File: config.mk
export PLATFORM = sky130hd
export DESIGN_NAME = smspi_master
export DESIGN_NICKNAME = d
export VERILOG_FILES = /design/src/rtl/smspi_fifo.v /design/src/rtl/smspi_master.v
export VERILOG_INCLUDE_DIRS = /design/src /design/src/rtl
export SDC_FILE = /design/constraint.sdc
export NUM_CORES = 1
export LEC_CHECK = 0
export ABC_AREA = 1
export CAP_MARGIN = 20
export CORE_AREA = 4 4 109 111
export DETAILED_ROUTE_END_ITERATION = 6
export DIE_AREA = 0 0 113 115
export DONT_BUFFER_PORTS = 1
export PLACE_DENSITY_LB_ADDON = 0.12
export SYNTH_ARGS = -nofsm -noshare
export SYNTH_HDL_FRONTEND = slang
export SYNTH_SLANG_ARGS = --single-unit
File: constraint.sdc
create_clock -name sys_clk_in -period 3.15 [get_ports sys_clk_in]
set_clock_uncertainty 0.05 [all_clocks]
set_input_delay 0.63 -clock sys_clk_in [delete_from_list [all_inputs] [get_ports sys_clk_in]]
set_output_delay 0.63 -clock sys_clk_in [all_outputs]
set_load 0.1 [all_outputs]
File: src/rtl/smspi_consts.vh
`ifndef SMSPI_CONSTS_VH
`define SMSPI_CONSTS_VH
`define SMSPI_MODE_DIV4    3'h0
`define SMSPI_MODE_DIV16   3'h1
`define SMSPI_MODE_DIV64   3'h2
`define SMSPI_MODE_SUB     3'h3
`define SMSPI_MODE_TMR     3'h4
`define SMSPI_MODE_I2C     3'h6
`define SMSPI_MODE_RST     3'h7
`define SMSPI_HALF_DIV4    6'h01
`define SMSPI_HALF_DIV16   6'h07
`define SMSPI_HALF_DIV64   6'h1F
`define SMSPI_BITS         3'h7
`define SMSPI_FIFO_DEPTH   8
`define SMSPI_FIFO_AW      3
`endif

File: src/rtl/smspi_fifo.v
`timescale 1ns/1ns
`include "smspi_consts.vh"
module smspi_fifo #(
  parameter WIDTH = 8,
  parameter DEPTH = `SMSPI_FIFO_DEPTH,
  parameter AW    = `SMSPI_FIFO_AW
) (
  input  wire             sys_clk_in,
  input  wire             rst_b_in,
  input  wire [WIDTH-1:0] wr_data_in,
  input  wire             wr_valid_in,
  output wire             wr_ready_out,
  output wire [WIDTH-1:0] rd_data_out,
  output wire             rd_valid_out,
  input  wire             rd_ready_in
);
  reg [WIDTH-1:0] mem_q [0:DEPTH-1];
  reg [AW-1:0]    wp_q;
  reg [AW-1:0]    rp_q;
  reg [AW:0]      cnt_q;
  wire push = wr_valid_in && wr_ready_out;
  wire pop  = rd_valid_out && rd_ready_in;
  assign wr_ready_out = (cnt_q != DEPTH[AW:0]);
  assign rd_valid_out = (cnt_q != {(AW+1){1'b0}});
  assign rd_data_out  = mem_q[rp_q];
  always @(posedge sys_clk_in) begin
    if (push) begin
      mem_q[wp_q] <= wr_data_in;
    end
  end
  always @(posedge sys_clk_in or negedge rst_b_in) begin
    if (!rst_b_in) begin
      wp_q  <= {AW{1'b0}};
      rp_q  <= {AW{1'b0}};
      cnt_q <= {(AW+1){1'b0}};
    end else begin
      if (push) begin
        wp_q <= wp_q + 1'b1;
      end
      if (pop) begin
        rp_q <= rp_q + 1'b1;
      end
      if (push && !pop) begin
        cnt_q <= cnt_q + 1'b1;
      end else if (pop && !push) begin
        cnt_q <= cnt_q - 1'b1;
      end
    end
  end
endmodule

File: src/rtl/smspi_master.v
`timescale 1ns/1ns
`include "smspi_consts.vh"
// Behaviour
// - a three-bit mode input picks SPI master clocks or the I2C function for the shared pins.
// - a single enable input switches SPI transfers and the sck, sdo and pull-up pins on or off; writes still enter the buffer while disabled.
// - the block is master only and receives one bit for every bit it sends.
// - transfers are only ever started by this master.
// - the master drives the serial clock line for every transfer.
// - the link uses data in, data out, clock and a general-purpose select pin.
// - the shift order is selectable as lsb first or msb first.
// - the capture edge is selectable as rising or falling.
// - pull-ups on the serial pins act only when enabled and the pin is a module input.
// - pin roles depend on mode and enable; sck, sdo and the sdi pull-up are released while disabled, but the select pin stays driven.
// - mode codes give fsys/4, /16, /64, sub clock, half timer rate, or I2C.
// - polarity sets the clock idle level and the edge bit chooses capture edge relative to it.
// - a data write during a transfer is ignored and sets a sticky collision flag.
// - a completion flag sets at the end of each transfer and only software clears it.
module smspi_master (
  input  wire       sys_clk_in,
  input  wire       rst_b_in,
  input  wire [2:0] serial_mode_select_in,
  input  wire       serial_module_enable_in,
  input  wire       clock_idle_level_select_in,
  input  wire       clock_capture_edge_select_in,
  input  wire       shift_order_select_in,
  input  wire       sub_clock_in,
  input  wire       timer_period_match_in,
  input  wire       slave_select_level_in,
  input  wire [7:0] wr_data_in,
  input  wire       wr_valid_in,
  output reg        wr_ready_out,
  output reg  [7:0] serial_shift_data_out,
  output reg  [7:0] rx_data_out,
  output reg        rx_valid_out,
  input  wire       rx_ready_in,
  input  wire       write_collision_clear_in,
  input  wire       transfer_complete_clear_in,
  output reg        write_collision_flag_out,
  output reg        transfer_complete_flag_out,
  output reg        busy_out,
  input  wire       sdi_in,
  output reg        sdo_out,
  output reg        sdo_oe_out,
  output reg        sck_out,
  output reg        sck_oe_out,
  output reg        sdi_pullup_out,
  output reg        slave_select_out,
  output reg        slave_select_oe_out
);
  localparam ST_IDLE = 3'b001;
  localparam ST_LEAD = 3'b010;
  localparam ST_TRAIL = 3'b100;

  reg [2:0] state_q;
  reg [5:0] div_q;
  reg [2:0] bit_q;
  reg [7:0] tx_q;
  reg [7:0] rx_q;
  reg       sub_q;
  reg       tmr_q;
  reg       start_q;

  wire [7:0] fifo_data;
  wire       fifo_valid;
  wire       fifo_ready;
  wire [7:0] fifo_in_data;
  wire       fifo_in_valid;
  wire       fifo_in_ready;

  wire spi_mode = (serial_mode_select_in <= `SMSPI_MODE_TMR);
  wire active = spi_mode && serial_module_enable_in;
  wire idle_lvl = ~clock_idle_level_select_in;
  // edge bit set means leading capture, either polarity
  wire cap_lead = clock_capture_edge_select_in;

  function [5:0] half_limit;
    input [2:0] mode;
    begin
      case (mode)
        `SMSPI_MODE_DIV16: half_limit = `SMSPI_HALF_DIV16;
        `SMSPI_MODE_DIV64: half_limit = `SMSPI_HALF_DIV64;
        default:           half_limit = `SMSPI_HALF_DIV4;
      endcase
    end
  endfunction

  function out_bit;
    input [7:0] d;
    input       msb;
    begin
      out_bit = msb ? d[7] : d[0];
    end
  endfunction

  // one sampled bit into the byte
  function [7:0] rx_shift;
    input [7:0] d;
    input       b;
    input       msb;
    begin
      rx_shift = msb ? {d[6:0], b} : {b, d[7:1]};
    end
  endfunction

  function [7:0] tx_shift;
    input [7:0] d;
    input       msb;
    begin
      tx_shift = msb ? {d[6:0], 1'b0} : {1'b0, d[7:1]};
    end
  endfunction

  reg tick;
  always @* begin
    case (serial_mode_select_in)
      `SMSPI_MODE_SUB: tick = (sub_clock_in != sub_q);
      `SMSPI_MODE_TMR: tick = tmr_q;
      default:         tick = (div_q == half_limit(serial_mode_select_in));
    endcase
  end

  // buffered byte leaves only when it can start, so an unread byte loses nothing
  assign fifo_ready = active && (state_q == ST_IDLE) && !start_q && (!rx_valid_out || rx_ready_in);

  // writes during a transfer are refused
  wire collide = wr_valid_in && active && (state_q != ST_IDLE);
  assign fifo_in_valid = wr_valid_in && !collide;
  assign fifo_in_data  = wr_data_in;

  smspi_fifo #(
    .WIDTH (8),
    .DEPTH (`SMSPI_FIFO_DEPTH),
    .AW    (`SMSPI_FIFO_AW)
  ) smspi_fifo_inst (
    .sys_clk_in   (sys_clk_in),
    .rst_b_in     (rst_b_in),
    .wr_data_in   (fifo_in_data),
    .wr_valid_in  (fifo_in_valid),
    .wr_ready_out (fifo_in_ready),
    .rd_data_out  (fifo_data),
    .rd_valid_out (fifo_valid),
    .rd_ready_in  (fifo_ready)
  );

  wire done_now = (state_q == ST_TRAIL) && tick && (bit_q == `SMSPI_BITS);
  // received bytes stall the shifter when the reader holds off
  wire can_start = fifo_valid && fifo_ready && (!rx_valid_out || rx_ready_in);

  always @(posedge sys_clk_in or negedge rst_b_in) begin
    if (!rst_b_in) begin
      state_q <= ST_IDLE;
      div_q <= 6'h00;
      bit_q <= 3'h0;
      tx_q <= 8'h00;
      rx_q <= 8'h00;
      sub_q <= 1'b0;
      tmr_q <= 1'b0;
      start_q <= 1'b0;
      wr_ready_out <= 1'b0;
      serial_shift_data_out <= 8'h00;
      rx_data_out <= 8'h00;
      rx_valid_out <= 1'b0;
      write_collision_flag_out <= 1'b0;
      transfer_complete_flag_out <= 1'b0;
      busy_out <= 1'b0;
      sdo_out <= 1'b0;
      sdo_oe_out <= 1'b0;
      sck_out <= 1'b1;
      sck_oe_out <= 1'b0;
      sdi_pullup_out <= 1'b0;
      slave_select_out <= 1'b0;
      slave_select_oe_out <= 1'b0;
    end else begin
      sub_q <= sub_clock_in;
      // one match per half period gives sck at half the match rate
      tmr_q <= timer_period_match_in;
      div_q <= (tick || state_q == ST_IDLE) ? 6'h00 : div_q + 6'h01;
      wr_ready_out <= fifo_in_ready && active;
      if (rx_valid_out && rx_ready_in) begin
        rx_valid_out <= 1'b0;
      end
      slave_select_out <= slave_select_level_in;
      slave_select_oe_out <= 1'b1;
      sdo_oe_out <= active;
      sck_oe_out <= active;
      sdi_pullup_out <= active;
      if (collide) begin
        write_collision_flag_out <= 1'b1;
      end else if (write_collision_clear_in) begin
        write_collision_flag_out <= 1'b0;
      end
      // set on completion, set beats clear
      if (done_now) begin
        transfer_complete_flag_out <= 1'b1;
      end else if (transfer_complete_clear_in) begin
        transfer_complete_flag_out <= 1'b0;
      end
      start_q <= 1'b0;
      if (!active) begin
        state_q <= ST_IDLE;
        busy_out <= 1'b0;
        sck_out <= idle_lvl;
      end else begin
        case (state_q)
          ST_IDLE: begin
            sck_out <= idle_lvl;
            // only a write starts a byte
            if (can_start) begin
              tx_q <= fifo_data;
              serial_shift_data_out <= fifo_data;
              sdo_out <= out_bit(fifo_data, shift_order_select_in);
              bit_q <= 3'h0;
              busy_out <= 1'b1;
              start_q <= 1'b1;
              state_q <= ST_LEAD;
            end
          end
          ST_LEAD: begin
            if (tick) begin
              sck_out <= ~idle_lvl;
              if (cap_lead) begin
                rx_q <= rx_shift(rx_q, sdi_in, shift_order_select_in);
              end
              // late capture: launch here so sdo is settled at the capture edge
              if (!cap_lead && bit_q != 3'h0) begin
                tx_q <= tx_shift(tx_q, shift_order_select_in);
                sdo_out <= out_bit(tx_shift(tx_q, shift_order_select_in), shift_order_select_in);
              end
              state_q <= ST_TRAIL;
            end
          end
          ST_TRAIL: begin
            if (tick) begin
              sck_out <= idle_lvl;
              // one bit in per bit out
              if (!cap_lead) begin
                rx_q <= rx_shift(rx_q, sdi_in, shift_order_select_in);
              end
              if (bit_q == `SMSPI_BITS) begin
                serial_shift_data_out <= cap_lead ? rx_q : rx_shift(rx_q, sdi_in, shift_order_select_in);
                rx_data_out <= cap_lead ? rx_q : rx_shift(rx_q, sdi_in, shift_order_select_in);
                rx_valid_out <= 1'b1;
                busy_out <= 1'b0;
                state_q <= ST_IDLE;
              end else begin
                if (cap_lead) begin
                  tx_q <= tx_shift(tx_q, shift_order_select_in);
                  sdo_out <= out_bit(tx_shift(tx_q, shift_order_select_in), shift_order_select_in);
                end
                bit_q <= bit_q + 3'h1;
                state_q <= ST_LEAD;
              end
            end
          end
          default: begin
            state_q <= ST_IDLE;
          end
        endcase
      end
    end
  end
endmodule

==> flow_metrics.py, run 1 <==
metrics = {
    "outcome": {
        "outcome": "completed",
    },
    "yosys": {
        "synth_top_area_share_pct": 30.2,
        "synth_commonest_cells": "nand2_1 (203), nor2_1 (81), dfrtp_1 (65), o21ai_0 (65), edfxtp_1 (64)",
        "synth_fp_nets": 722,
        "synth_most_common_cell": "nand2_1",
        "async_reset_ff_share_pct": 51.1,
        "synth_area_sq_mm": 0.00637,
        "ys_types": 46,
        "yosys_warnings": 0,
        "synth_edf_count": 64,
        "synthCells": 687,
        "syn_avg_cell_area_sq_um": 9.27,
        "ys.flop_type": "dfrtp_1",
        "synth_area_leaders": "edfxtp_1 (30%), dfrtp_1 (26%), nand2_1 (12%), o21ai_0 (5.1%), nor2_1 (4.8%)",
        "ys_ff_latch": 131,
        "yosysTopAreaCell": "edfxtp_1",
        "yosysSeqAreaShare_pct": 56.6,
    },
    "timing": {
        "finalMaxSlewViolations": 0,
        "tightest_slew_ns": 0.931,
        "timing.final.crit_share_pct": 85.9,
        "rsz0062_at_grt": "false",
        "slew_headroom_pct": 37.9,
        "setup_violations": 0,
        "final-hold-violation-count": 0,
        "finalSetupTns_ns": 0,
        "setup_ws_ns": 0.444,
        "max_freq_ghz": 0.370,
        "period_minus_slack_ns": 2.71,
    },
    "worst_setup_path": {
        "critPathKind": "reg -> reg",
        "arrival_ns": 3.07,
        "end_kind": "register",
        "start_kind": "register",
        "path_max_fanout": 6,
        "rr_endpoint": "smspi_fifo_inst.cnt_q[3]",
        "critPathLaunch": "state_q[0]",
        "r2r_start": "state_q[0]",
        "cp.required_ns": 3.51,
        "ff2ff_path_depth": 15,
        "r2r_slack_ns": 0.44,
    },
    "routing": {
        "wl_per_cell_um": 15.3,
        "remaining_drc_errors": 0,
        "wirelength_mm": 12.9,
        "route.vias.total": 4507,
        "drtIter0Drc": 235,
        "vias_per_cell": 5.34,
        "dr.pass1.iters": 4,
        "ant_nets": 0,
    },
    "global_route": {
        "use_met1_pct": 27.0,
        "grt_max_degree": 68,
        "grt_pass1_wl_mm": 21.8,
        "busiest_layer": "met2",
        "antenna_found_initial": 0,
        "gr-total-overflow": 0,
        "met3_usage_pct": 5.58,
        "grt_usage_pct": 21.5,
        "grt_pass1_vias": 4433,
        "use_met2_pct": 35.5,
    },
    "clocking": {
        "clk_pin_slew_worst_paths_ns": 0.06,
        "clk_latency_ns": 0.53,
        "cts.repair.resized": 0,
        "htreeDepth": 4,
        "cts_buffer_depth": 2,
        "hold_buffers": 2,
        "cts_tree": "yes",
        "cts_inserted_buffers": 17,
        "cts_sinks": 131,
        "root_buffer": "clkbuf_8",
        "cts_setup_buffers": 0,
    },
    "placement": {
        "place_ws_ns": 0.290,
        "port_buffers": 0,
        "dpl.hpwl_mm": 9.03,
        "gp_congestion": 0.844,
    },
    "finish": {
        "final_core_util_pct": 65.3,
        "syn2layout_area_growth_pct": 10.7,
        "regArea_sq_mm": 0.00360,
        "multi_input_area_sq_mm": 0.00239,
        "diodes": 0,
        "n_fill_cell": 861,
        "nets": 727,
        "drive_gt1_share_pct": 11.1,
    },
    "hold_path": {
        "min_to": "slave_select_out",
        "worstHoldStart": "slave_select_level_in",
        "hold_path_class": "in -> reg",
        "min_path_cells": 0,
    },
    "pwr": {
        "p_leak_nw": 3.18,
        "powerDensity_mw_per_mm2": 942,
        "ir_drop_mv": 0.600,
    },
    "floorplanning": {
        "dieArea_sq_mm": 0.0130,
        "num_io_pins": 53,
        "fp.dieH_um": 115,
        "die_x_um": 113,
        "rows": 38,
        "coreArea_sq_mm": 0.0108,
        "start_util_pct": 59.0,
    },
    "run": {
        "maxCapViolCount": 0,
    },
}
[placed cells by master (no fill, tap or decap), types with 2 or more instances in the layout]
cell type  synthesis  layout
or2_2              3       3
clkinv_1           2       4
nor2_8             2       2
edfxtp_1          64      64
xor2_1             5       5
nor2_4             3       3
inv_1             53      53
inv_2              6       6
nor2_1            81      81
xnor2_1            5       5
nand3_1           22      22
nor3_1             2       2
nand4_4            2       2
clkbuf_1          11       7
o22ai_1            2       2
nand2_2            7       7
clkinv_2           0       2
ha_1               9       9
nor3_2             2       2
dfrtp_1           65      64
nand4_1           12      12
bufinv_16          0       3
dfstp_2            2       2
o21ai_0           65      65
buf_4              3       8
o21bai_1           2       2
mux2i_1            6       6
a21oi_2            8       8
nand2_1          203     203
o21ai_1            8       8
nor3_4             2       2
a21oi_1            5       5
clkbuf_16          0      16
nand2_4            2       2
[how the worst max path moves through the flow]
stage,endpoint,slack (ns),cells past startpoint
2_1_floorplan,smspi_fifo_inst.cnt_q[3],0.40,15
3_3_place_gp,smspi_fifo_inst.cnt_q[3],0.38,17
3_5_place_dp,smspi_fifo_inst.cnt_q[3],0.29,17
4_1_cts,smspi_fifo_inst.cnt_q[3],0.45,14
5_1_grt,smspi_fifo_inst.cnt_q[3],0.27,15
6_report,smspi_fifo_inst.cnt_q[3],0.44,15
[worst max-delay path, stage by stage, from the launching register on]
cell and delay [ns]:
dfstp_2 0.58, nand3_2 0.19, clkinv_1 0.12, nor2_1 0.05
inv_1 0.09, nand2_1 0.10, inv_1 0.14, ha_1 0.20
inv_1 0.09, ha_1 0.28, a21o_1 0.18, a21oi_1 0.17
nor2_1 0.06, nor2_1 0.09, nand2_1 0.07, xor2_1 0.13
[where the power goes]
part | total, mW | internal, mW | switching, mW
clock | 1.85 | 1.19 | 0.658
sequential | 2.87 | 2.15 | 0.720
combinational | 1.92 | 0.635 | 1.29
[cell families after synthesis]
| family | synth area share, % |
|---|---|
| xor+xnor | 1.38 |
| fa+ha+maj | 2.08 |
| other cells | 0.0589 |
| simple gates | 24.3 |
| compound gates | 8.63 |
| flops | 56.6 |
| buf+inv | 5.91 |
| mux | 1.12 |
[through the flow]
stage	instance area (sq um)	hold slack, ns	instances	power, mW
after global placement	6460	0.286	811	4.73
final	7050	0.0829	844	6.64
after CTS	7050	0.0552	844	6.68
after global routing	7050	0.0580	844	7.08
after detailed placement	6460	0.286	811	4.79
after floorplan	6370	0.284	687	4.35
[metal layers]
layer  vias up  wire [um]
met5         -          0
met1      2107       5670
met4         0        305
li1       2251          -
met2       126       6260
met3        23        692
[area by class of cell]
| type | instances | area share (%) |
|---|---|---|
| Sequential cell | 131 | 51.1 |
| Multi-Input combinational cell | 470 | 33.9 |
| Clock buffer | 24 | 6.25 |
| Inverter | 62 | 3.37 |
| Tap cell | 140 | 2.48 |
| Clock inverter | 7 | 1.53 |
| Timing Repair Buffer | 10 | 1.38 |
[state kept, by name, summed over array words and instances, names as in the netlist, 3 cells and up]
signal / flops
bit_q: 3
div_q: 6
smspi_fifo_inst.cnt_q: 4
tx_q: 8
state_q: 3
rx_data_out: 8
serial_shift_data_out: 8
smspi_fifo_inst.rp_q: 3
smspi_fifo_inst.wp_q: 3
smspi_fifo_inst.mem_q: 64
rx_q: 8
No activity file was read; power rests on OpenSTA's default activity.
==> run 2: changes to the inputs <==
--- a/config.mk
+++ b/config.mk
@@ -8,11 +8,12 @@
 export LEC_CHECK = 0
 export ABC_AREA = 1
 export CAP_MARGIN = 20
-export CORE_AREA = 4 4 109 111
+export CORE_AREA = 4 4 110 112
 export DETAILED_ROUTE_END_ITERATION = 6
-export DIE_AREA = 0 0 113 115
+export DIE_AREA = 0 0 114 116
 export DONT_BUFFER_PORTS = 1
 export PLACE_DENSITY_LB_ADDON = 0.12
 export SYNTH_ARGS = -nofsm -noshare
 export SYNTH_HDL_FRONTEND = slang
+export SYNTH_HIERARCHICAL = 1
 export SYNTH_SLANG_ARGS = --single-unit
==> run 2 against run 1 <==
  * Non-clock buffer count increased by 6
  * First-iteration DRC count increased by 83%
  * Wire length increased by 4.0%
  * Sequential power about the same
  * Die area increased by 1.8%
  * Sequential cell count unchanged
  * Cell count increased by 11%
  * Design area increased by 2.4%
  * Sequential share of layout area decreased by 1.2 points
  * Clock-buffer cell count decreased by 4
  * Register-to-register slack improved by 0.05 ns
  * Global-route usage increased by 0.45 points
  * Critical endpoint is now smspi_fifo_inst/cnt_q[3]
  * Highest routed layer unchanged
==> flow_metrics.py, run 2 <==
metrics = {
    "outcome": {
        "outcome": "completed",
    },
    "floorplanning": {
        "fp.dieH_um": 116,
        "num_io_pins": 53,
        "die_x_um": 114,
        "dieArea_sq_mm": 0.0132,
        "coreArea_sq_mm": 0.0112,
        "rows": 39,
        "start_util_pct": 57.8,
    },
    "finish": {
        "layout_common_cells": "nand2_1 (270), nor2_1 (100), inv_1 (80), dfrtp_1 (64), edfxtp_1 (64)",
        "drive_gt1_share_pct": 9.87,
        "layout_commonest_cell": "nand2_1",
        "syn2layout_area_growth_pct": 11.2,
        "nets": 812,
        "largest-register": "smspi_fifo_inst/mem_q",
        "largest_reg_flops": 64,
        "n_fill_cell": 931,
        "diodes": 0,
    },
    "clocking": {
        "root_buffer": "clkbuf_16",
        "hold_buffers": 1,
        "cts_sinks": 131,
        "clk_latency_ns": 0.42,
        "htreeDepth": 4,
        "cts_buffer_depth": 2,
        "clk_pin_slew_worst_paths_ns": 0.06,
        "cts_inserted_buffers": 17,
        "cts_setup_buffers": 0,
        "cts_tree": "yes",
        "cts.repair.resized": 0,
    },
    "worst_setup_path": {
        "max_stage_delay_ns": 0.56,
        "cp.buffers_inverters": 3,
        "r2r_start": "state_q[0]",
        "cp.required_ns": 3.42,
        "cp.depth": 13,
        "slowest_stage": "dfstp_2",
        "path_max_fanout": 5,
        "critPathLaunch": "state_q[0]",
        "ff2ff_path_depth": 13,
        "critPathKind": "reg -> reg",
        "cp-endpoint": "smspi_fifo_inst/cnt_q[3]",
        "rr_endpoint": "smspi_fifo_inst/cnt_q[3]",
        "cpLargestDelayFamily": "simple AND/OR/NAND/NOR gates",
        "arrival_ns": 2.92,
        "r2r_slack_ns": 0.49,
        "crit_path_frequent_cell": "nand2_1",
        "cp_cell_sequence": "inv_2, nor3_2, inv_1, nor3_1, nand2_2, ha_1, inv_1, ha_1, or2_2, nand2_1, nand2_1, nand3_1, nand2_1",
        "end_kind": "register",
        "start_kind": "register",
    },
    "routing": {
        "vias_per_cell": 5.22,
        "dr.pass1.iters": 7,
        "ant_nets": 0,
        "drtIter0Drc": 430,
        "wl_per_cell_um": 14.4,
        "route.vias.total": 4868,
        "remaining_drc_errors": 0,
        "wirelength_mm": 13.4,
    },
    "yosys": {
        "synthCells": 765,
        "ys.flop_type": "dfrtp_1",
        "syn_avg_cell_area_sq_um": 8.49,
        "synth_edf_count": 64,
        "synth_area_sq_mm": 0.00649,
        "synth_top_area_share_pct": 29.6,
        "yosys_warnings": 6,
        "ys_types": 45,
        "yosysSeqAreaShare_pct": 55.5,
        "async_reset_ff_share_pct": 51.1,
        "synth_area_leaders": "edfxtp_1 (30%), dfrtp_1 (25%), nand2_1 (16%), nor2_1 (5.8%), inv_1 (4.6%)",
        "synth_commonest_cells": "nand2_1 (270), nor2_1 (100), inv_1 (80), dfrtp_1 (65), edfxtp_1 (64)",
        "ys_ff_latch": 131,
        "synth_most_common_cell": "nand2_1",
        "yosysTopAreaCell": "edfxtp_1",
        "synth_fp_nets": 800,
    },
    "timing": {
        "rsz0062_at_grt": "false",
        "final-hold-violation-count": 0,
        "tightest_slew_ns": 0.928,
        "timing.final.crit_share_pct": 84.3,
        "setup_violations": 0,
        "period_minus_slack_ns": 2.66,
        "finalSetupTns_ns": 0,
        "max_freq_ghz": 0.376,
        "finalMaxSlewViolations": 0,
        "slew_headroom_pct": 38.1,
    },
    "global_route": {
        "grt_max_degree": 68,
        "grt_usage_pct": 21.9,
        "grt_pass1_wl_mm": 22.5,
        "grt_pass1_vias": 4679,
        "gr-total-overflow": 0,
        "antenna_found_initial": 0,
    },
    "placement": {
        "gp_congestion": 0.822,
        "dpl.hpwl_mm": 9.19,
        "port_buffers": 0,
    },
    "pwr": {
        "powerDensity_mw_per_mm2": 923,
        "power_mw": 6.66,
        "p_leak_nw": 3.47,
        "ir_drop_mv": 0.660,
    },
    "run": {
        "maxCapViolCount": 0,
    },
    "hold_path": {
        "hold_path_class": "in -> async",
    },
}
==> run 2: changes by cell type after synthesis, moves of 5 or more <==
cell | previous run | this run
o21ai_0 | 65 | 48
nand4_1 | 12 | 2
o21ai_1 | 8 | 2
a21oi_2 | 8 | 2
nor2_1 | 81 | 100
mux2i_1 | 6 | 0
clkbuf_1 | 11 | 6
inv_1 | 53 | 80
nand2_1 | 203 | 270
nand3_1 | 22 | 30
==> run 2: through the flow <==
step,utilization [%],cell area (sq um),hold slack [ns],setup slack [ns],std cells
floorplan,-,6490,0.284,0.429,765
global placement,59.1,6640,0.286,0.530,900
detailed placement,59.1,6640,0.286,0.422,900
CTS,64.3,7220,0.0391,0.462,933
global route,64.3,7220,0.0502,0.313,933
finish,64.3,7220,0.0237,0.494,933
==> run 2: metal layers <==
| layer | GRT usage [%] | vias to the layer above | wire length (um) |
|---|---|---|---|
| met4 | 9.66 | 0 | 261 |
| met3 | 5.80 | 26 | 803 |
| met2 | 36.3 | 140 | 6520 |
| met1 | 27.2 | 2259 | 5860 |
| met5 | 0 | - | 0 |
| li1 | - | 2443 | - |
==> run 2: logic make-up after synthesis <==
kind of cell    after synthesis  share of synthesized area (%)
simple gates                427                           27.1
flops                       131                           55.5
buf+inv                     113                           7.54
compound gates               73                           6.48
xor+xnor                     10                           1.35
fa+ha+maj                    10                           2.04
other cells                   1                         0.0578
==> run 2: how the worst min path moves through the flow <==
stage | endpoint | slack (ns) | cells after the start | start
after floorplan | bit_q[0] | 0.28 | 0 | rst_b_in
after CTS | smspi_fifo_inst/cnt_q[3] | 0.04 | 1 | rst_b_in
after global placement | div_q[5] | 0.29 | 0 | rst_b_in
after detailed placement | div_q[5] | 0.29 | 0 | rst_b_in
final | smspi_fifo_inst/cnt_q[3] | 0.02 | 1 | rst_b_in
after global routing | smspi_fifo_inst/cnt_q[3] | 0.05 | 1 | rst_b_in
==> run 2: worst register-to-register path, delay by kind of cell, from the launching register on <==
kind                       cells  cell delay, ns
and+or+nand+nor                8            1.14
DFF                            1            0.56
buffers and inverters          3            0.31
adders and majority gates      2            0.49
==> run 2: cell type report <==
type	instances	area [sq um]	share of cell area [%]
Timing Repair Buffer	16	140	1.94
Multi-Input combinational cell	521	2400	33.3
Clock inverter	12	111	1.54
Tap cell	143	179	2.48
Sequential cell	131	3600	49.9
Clock buffer	20	447	6.19
Inverter	90	340	4.71
==> run 2: where the power goes <==
part	switching, mW	total [mW]	internal [mW]
combinational	1.33	1.99	0.661
sequential	0.699	2.84	2.14
clock	0.734	1.84	1.10
==> run 3: changes to the inputs <==
--- a/config.mk
+++ b/config.mk
@@ -6,11 +6,11 @@
 export SDC_FILE = /design/constraint.sdc
 export NUM_CORES = 1
 export LEC_CHECK = 0
-export ABC_AREA = 1
+export ABC_AREA = 0
 export CAP_MARGIN = 20
-export CORE_AREA = 4 4 110 112
+export CORE_AREA = 4 4 106 108
 export DETAILED_ROUTE_END_ITERATION = 6
-export DIE_AREA = 0 0 114 116
+export DIE_AREA = 0 0 110 112
 export DONT_BUFFER_PORTS = 1
 export PLACE_DENSITY_LB_ADDON = 0.12
 export SYNTH_ARGS = -nofsm -noshare
==> constraint.sdc (replaced) <==
create_clock -name sys_clk_in -period 2.6 [get_ports sys_clk_in]
set_clock_uncertainty 0.05 [all_clocks]
set_input_delay 0.52 -clock sys_clk_in [delete_from_list [all_inputs] [get_ports sys_clk_in]]
set_output_delay 0.52 -clock sys_clk_in [all_outputs]
set_load 0.1 [all_outputs]
==> run 3 against run 2 <==
  * The flow now finishes with violations (negative setup slack)
  * Fmax grew 0.86%
  * Critical path depth shrank 5
  * Worst hold slack better by 0.010 ns
  * Cell count decreased by 31%
  * Combinational power increased by 14%
  * Wire length shrank 4.4%
  * Global-route usage increased by 0.75 points
  * Critical path type unchanged
  * Highest routed layer unchanged
==> flow_metrics.py, run 3 <==
metrics = {
    "routing": {
        "vias_per_cell": 5.84,
        "ant_nets": 0,
        "wl_per_cell_um": 19.9,
        "wirelength_mm": 12.9,
        "drtIter0Drc": 151,
        "route.vias.total": 3764,
        "remaining_drc_errors": 0,
        "dr.pass1.iters": 4,
    },
    "clocking": {
        "cts_sinks": 131,
        "cts_tree": "yes",
        "clk_latency_ns": 0.53,
        "cts_buffer_depth": 2,
        "cts_inserted_buffers": 17,
        "htreeDepth": 4,
        "root_buffer": "clkbuf_8",
        "clk_pin_slew_worst_paths_ns": 0.06,
    },
    "yosys": {
        "yosysSeqAreaShare_pct": 59.3,
        "ys.flop_type": "dfrtp_1",
        "synth_area_leaders": "edfxtp_1 (32%), dfrtp_1 (27%), mux2_2 (7.4%), mux4_1 (6.9%), mux2i_1 (4.3%)",
        "ys_types": 66,
        "async_reset_ff_share_pct": 51.1,
        "synth_fp_nets": 454,
        "synth_edf_count": 64,
        "syn_avg_cell_area_sq_um": 14.5,
        "yosysTopAreaCell": "edfxtp_1",
        "synth_most_common_cell": "dfrtp_1",
        "synthCells": 419,
        "synth_top_area_share_pct": 31.6,
        "synth_commonest_cells": "dfrtp_1 (65), edfxtp_1 (64), mux2_2 (40), mux2i_1 (26), inv_1 (24)",
        "yosys_warnings": 6,
        "ys_ff_latch": 131,
        "synth_area_sq_mm": 0.00608,
    },
    "placement": {
        "port_buffers": 0,
        "dpl.hpwl_mm": 8.42,
        "dp.cells": 591,
        "gp_congestion": 0.847,
        "place_ws_ns": -0.133,
    },
    "worst_setup_path": {
        "start_kind": "register",
        "cp.required_ns": 2.96,
        "arrival_ns": 2.99,
        "path_max_fanout": 5,
        "end_kind": "register",
        "critPathKind": "reg -> reg",
    },
    "timing": {
        "hold_ws_ns": 0.0339,
        "slew_headroom_pct": 37.0,
        "max_freq_ghz": 0.380,
        "final-hold-violation-count": 0,
        "period_minus_slack_ns": 2.63,
        "timing.final.crit_share_pct": 101,
        "tightest_slew_ns": 0.946,
        "finalMaxSlewViolations": 0,
        "setup_violations": 1,
        "rsz0062_at_grt": "true",
        "setup_ws_ns": -0.0335,
    },
    "finish": {
        "largest_reg_flops": 64,
        "largest-register": "smspi_fifo_inst/mem_q",
        "diodes": 0,
        "n_fill_cell": 659,
        "nets": 531,
        "layout_common_cells": "dfrtp_1 (64), edfxtp_1 (64), buf_4 (53), mux2_2 (33), mux2i_1 (26)",
        "syn2layout_area_growth_pct": 24.8,
        "fin_cells": 645,
        "drive_gt1_share_pct": 32.2,
    },
    "global_route": {
        "grt_pass1_vias": 3990,
        "met3_usage_pct": 6.14,
        "busiest_layer": "met2",
        "antenna_found_initial": 0,
        "use_met2_pct": 36.2,
        "use_met1_pct": 28.6,
        "grt_usage_pct": 22.7,
        "gr-total-overflow": 0,
        "grt_pass1_wl_mm": 20.9,
        "grt_max_degree": 68,
    },
    "floorplanning": {
        "dieArea_sq_mm": 0.0123,
        "fp.dieH_um": 112,
        "coreArea_sq_mm": 0.0102,
        "rows": 37,
        "num_io_pins": 53,
        "die_x_um": 110,
        "start_util_pct": 59.4,
    },
    "outcome": {
        "outcome": "finished, violations left",
        "violations": "negative setup slack",
    },
    "pwr": {
        "ir_drop_mv": 0.739,
        "p_leak_nw": 3.09,
        "power_mw": 8.24,
        "powerDensity_mw_per_mm2": 1090,
    },
    "hold_path": {
        "hold_path_class": "in -> reg",
    },
    "run": {
        "maxCapViolCount": 0,
    },
}
==> run 3: kinds of logic (layout without fill, tap and decap cells) <==
| kind of cell | count (synthesis) | in the layout | synth area share (%) |
|---|---|---|---|
| other cells | 1 | 1 | 0.0617 |
| fa+ha+maj | 10 | 10 | 2.18 |
| compound gates | 52 | 52 | 6.82 |
| mux | 83 | 83 | 19.0 |
| buf+inv | 43 | 133 | 3.36 |
| flops | 131 | 131 | 59.3 |
| simple gates | 87 | 87 | 7.62 |
| xor+xnor | 12 | 12 | 1.73 |
==> run 3: what timing repair did <==
item                                   CTS  global route
setup endpoints to repair                2            12
gates resized for setup                  3            17
buffers inserted                         1             5
pin swaps                                2             9
hold buffers                            14             2
endpoints found under the hold margin  110            12
==> run 3: critical path, stage by stage (launching register included) <==
cell and delay, ns:
dfstp_2 0.53, or3b_4 0.40, nor4_4 0.35, nand2_2 0.12, ha_4 0.19, buf_4 0.15
or4_4 0.52, o211ai_1 0.11, o211ai_1 0.10
==> run 3: layout make-up <==
cell class / instances / area, sq um / share of cell area (%)
Multi-Input combinational cell: 245 / 2430 / 32.1
Clock buffer: 19 / 422 / 5.56
Inverter: 26 / 104 / 1.37
Timing Repair Buffer: 75 / 669 / 8.83
Sequential cell: 131 / 3600 / 47.5
Clock inverter: 13 / 181 / 2.39
Tap cell: 136 / 170 / 2.24
==> run 3: final timing paths <==
kind                                    start                     endpoint  slack (ns)  cells past startpoint
min in group asynchronous            rst_b_in                     div_q[1]        0.49                      2
max in group asynchronous            rst_b_in                      sck_out        1.66                      2
worst min-delay path            wr_data_in[2]  smspi_fifo_inst/mem_q[4][2]        0.03                      0
worst min register to register        tx_q[0]                      tx_q[0]        0.47                      1
worst max-delay path               state_q[0]     smspi_fifo_inst/cnt_q[3]       -0.03                      8
worst max register to register     state_q[0]     smspi_fifo_inst/cnt_q[3]       -0.03                      8
==> run 3: routing by layer <==
metal	routed length, um	up-vias
met2	6620	80
met4	285	0
li1	-	1738
met5	0	-
met3	571	27
met1	5370	1919
==> run 3: stage by stage <==
stage	area (sq um)	setup TNS (ns)	utilization [%]
global route	7580	-0.165	74.1
finish	7580	-0.0335	74.1
global placement	6660	-0.480	65.1
CTS	7440	0	72.7
detailed placement	6660	-0.893	65.1
floorplan	6180	-1.41	-
==> run 3: report_power, final <==
part           switching (mW)  total, mW  internal [mW]
registers               0.972       3.55           2.58
clock network           0.870       2.43           1.56
logic                    1.07       2.27           1.19
total                    2.91       8.24           5.33
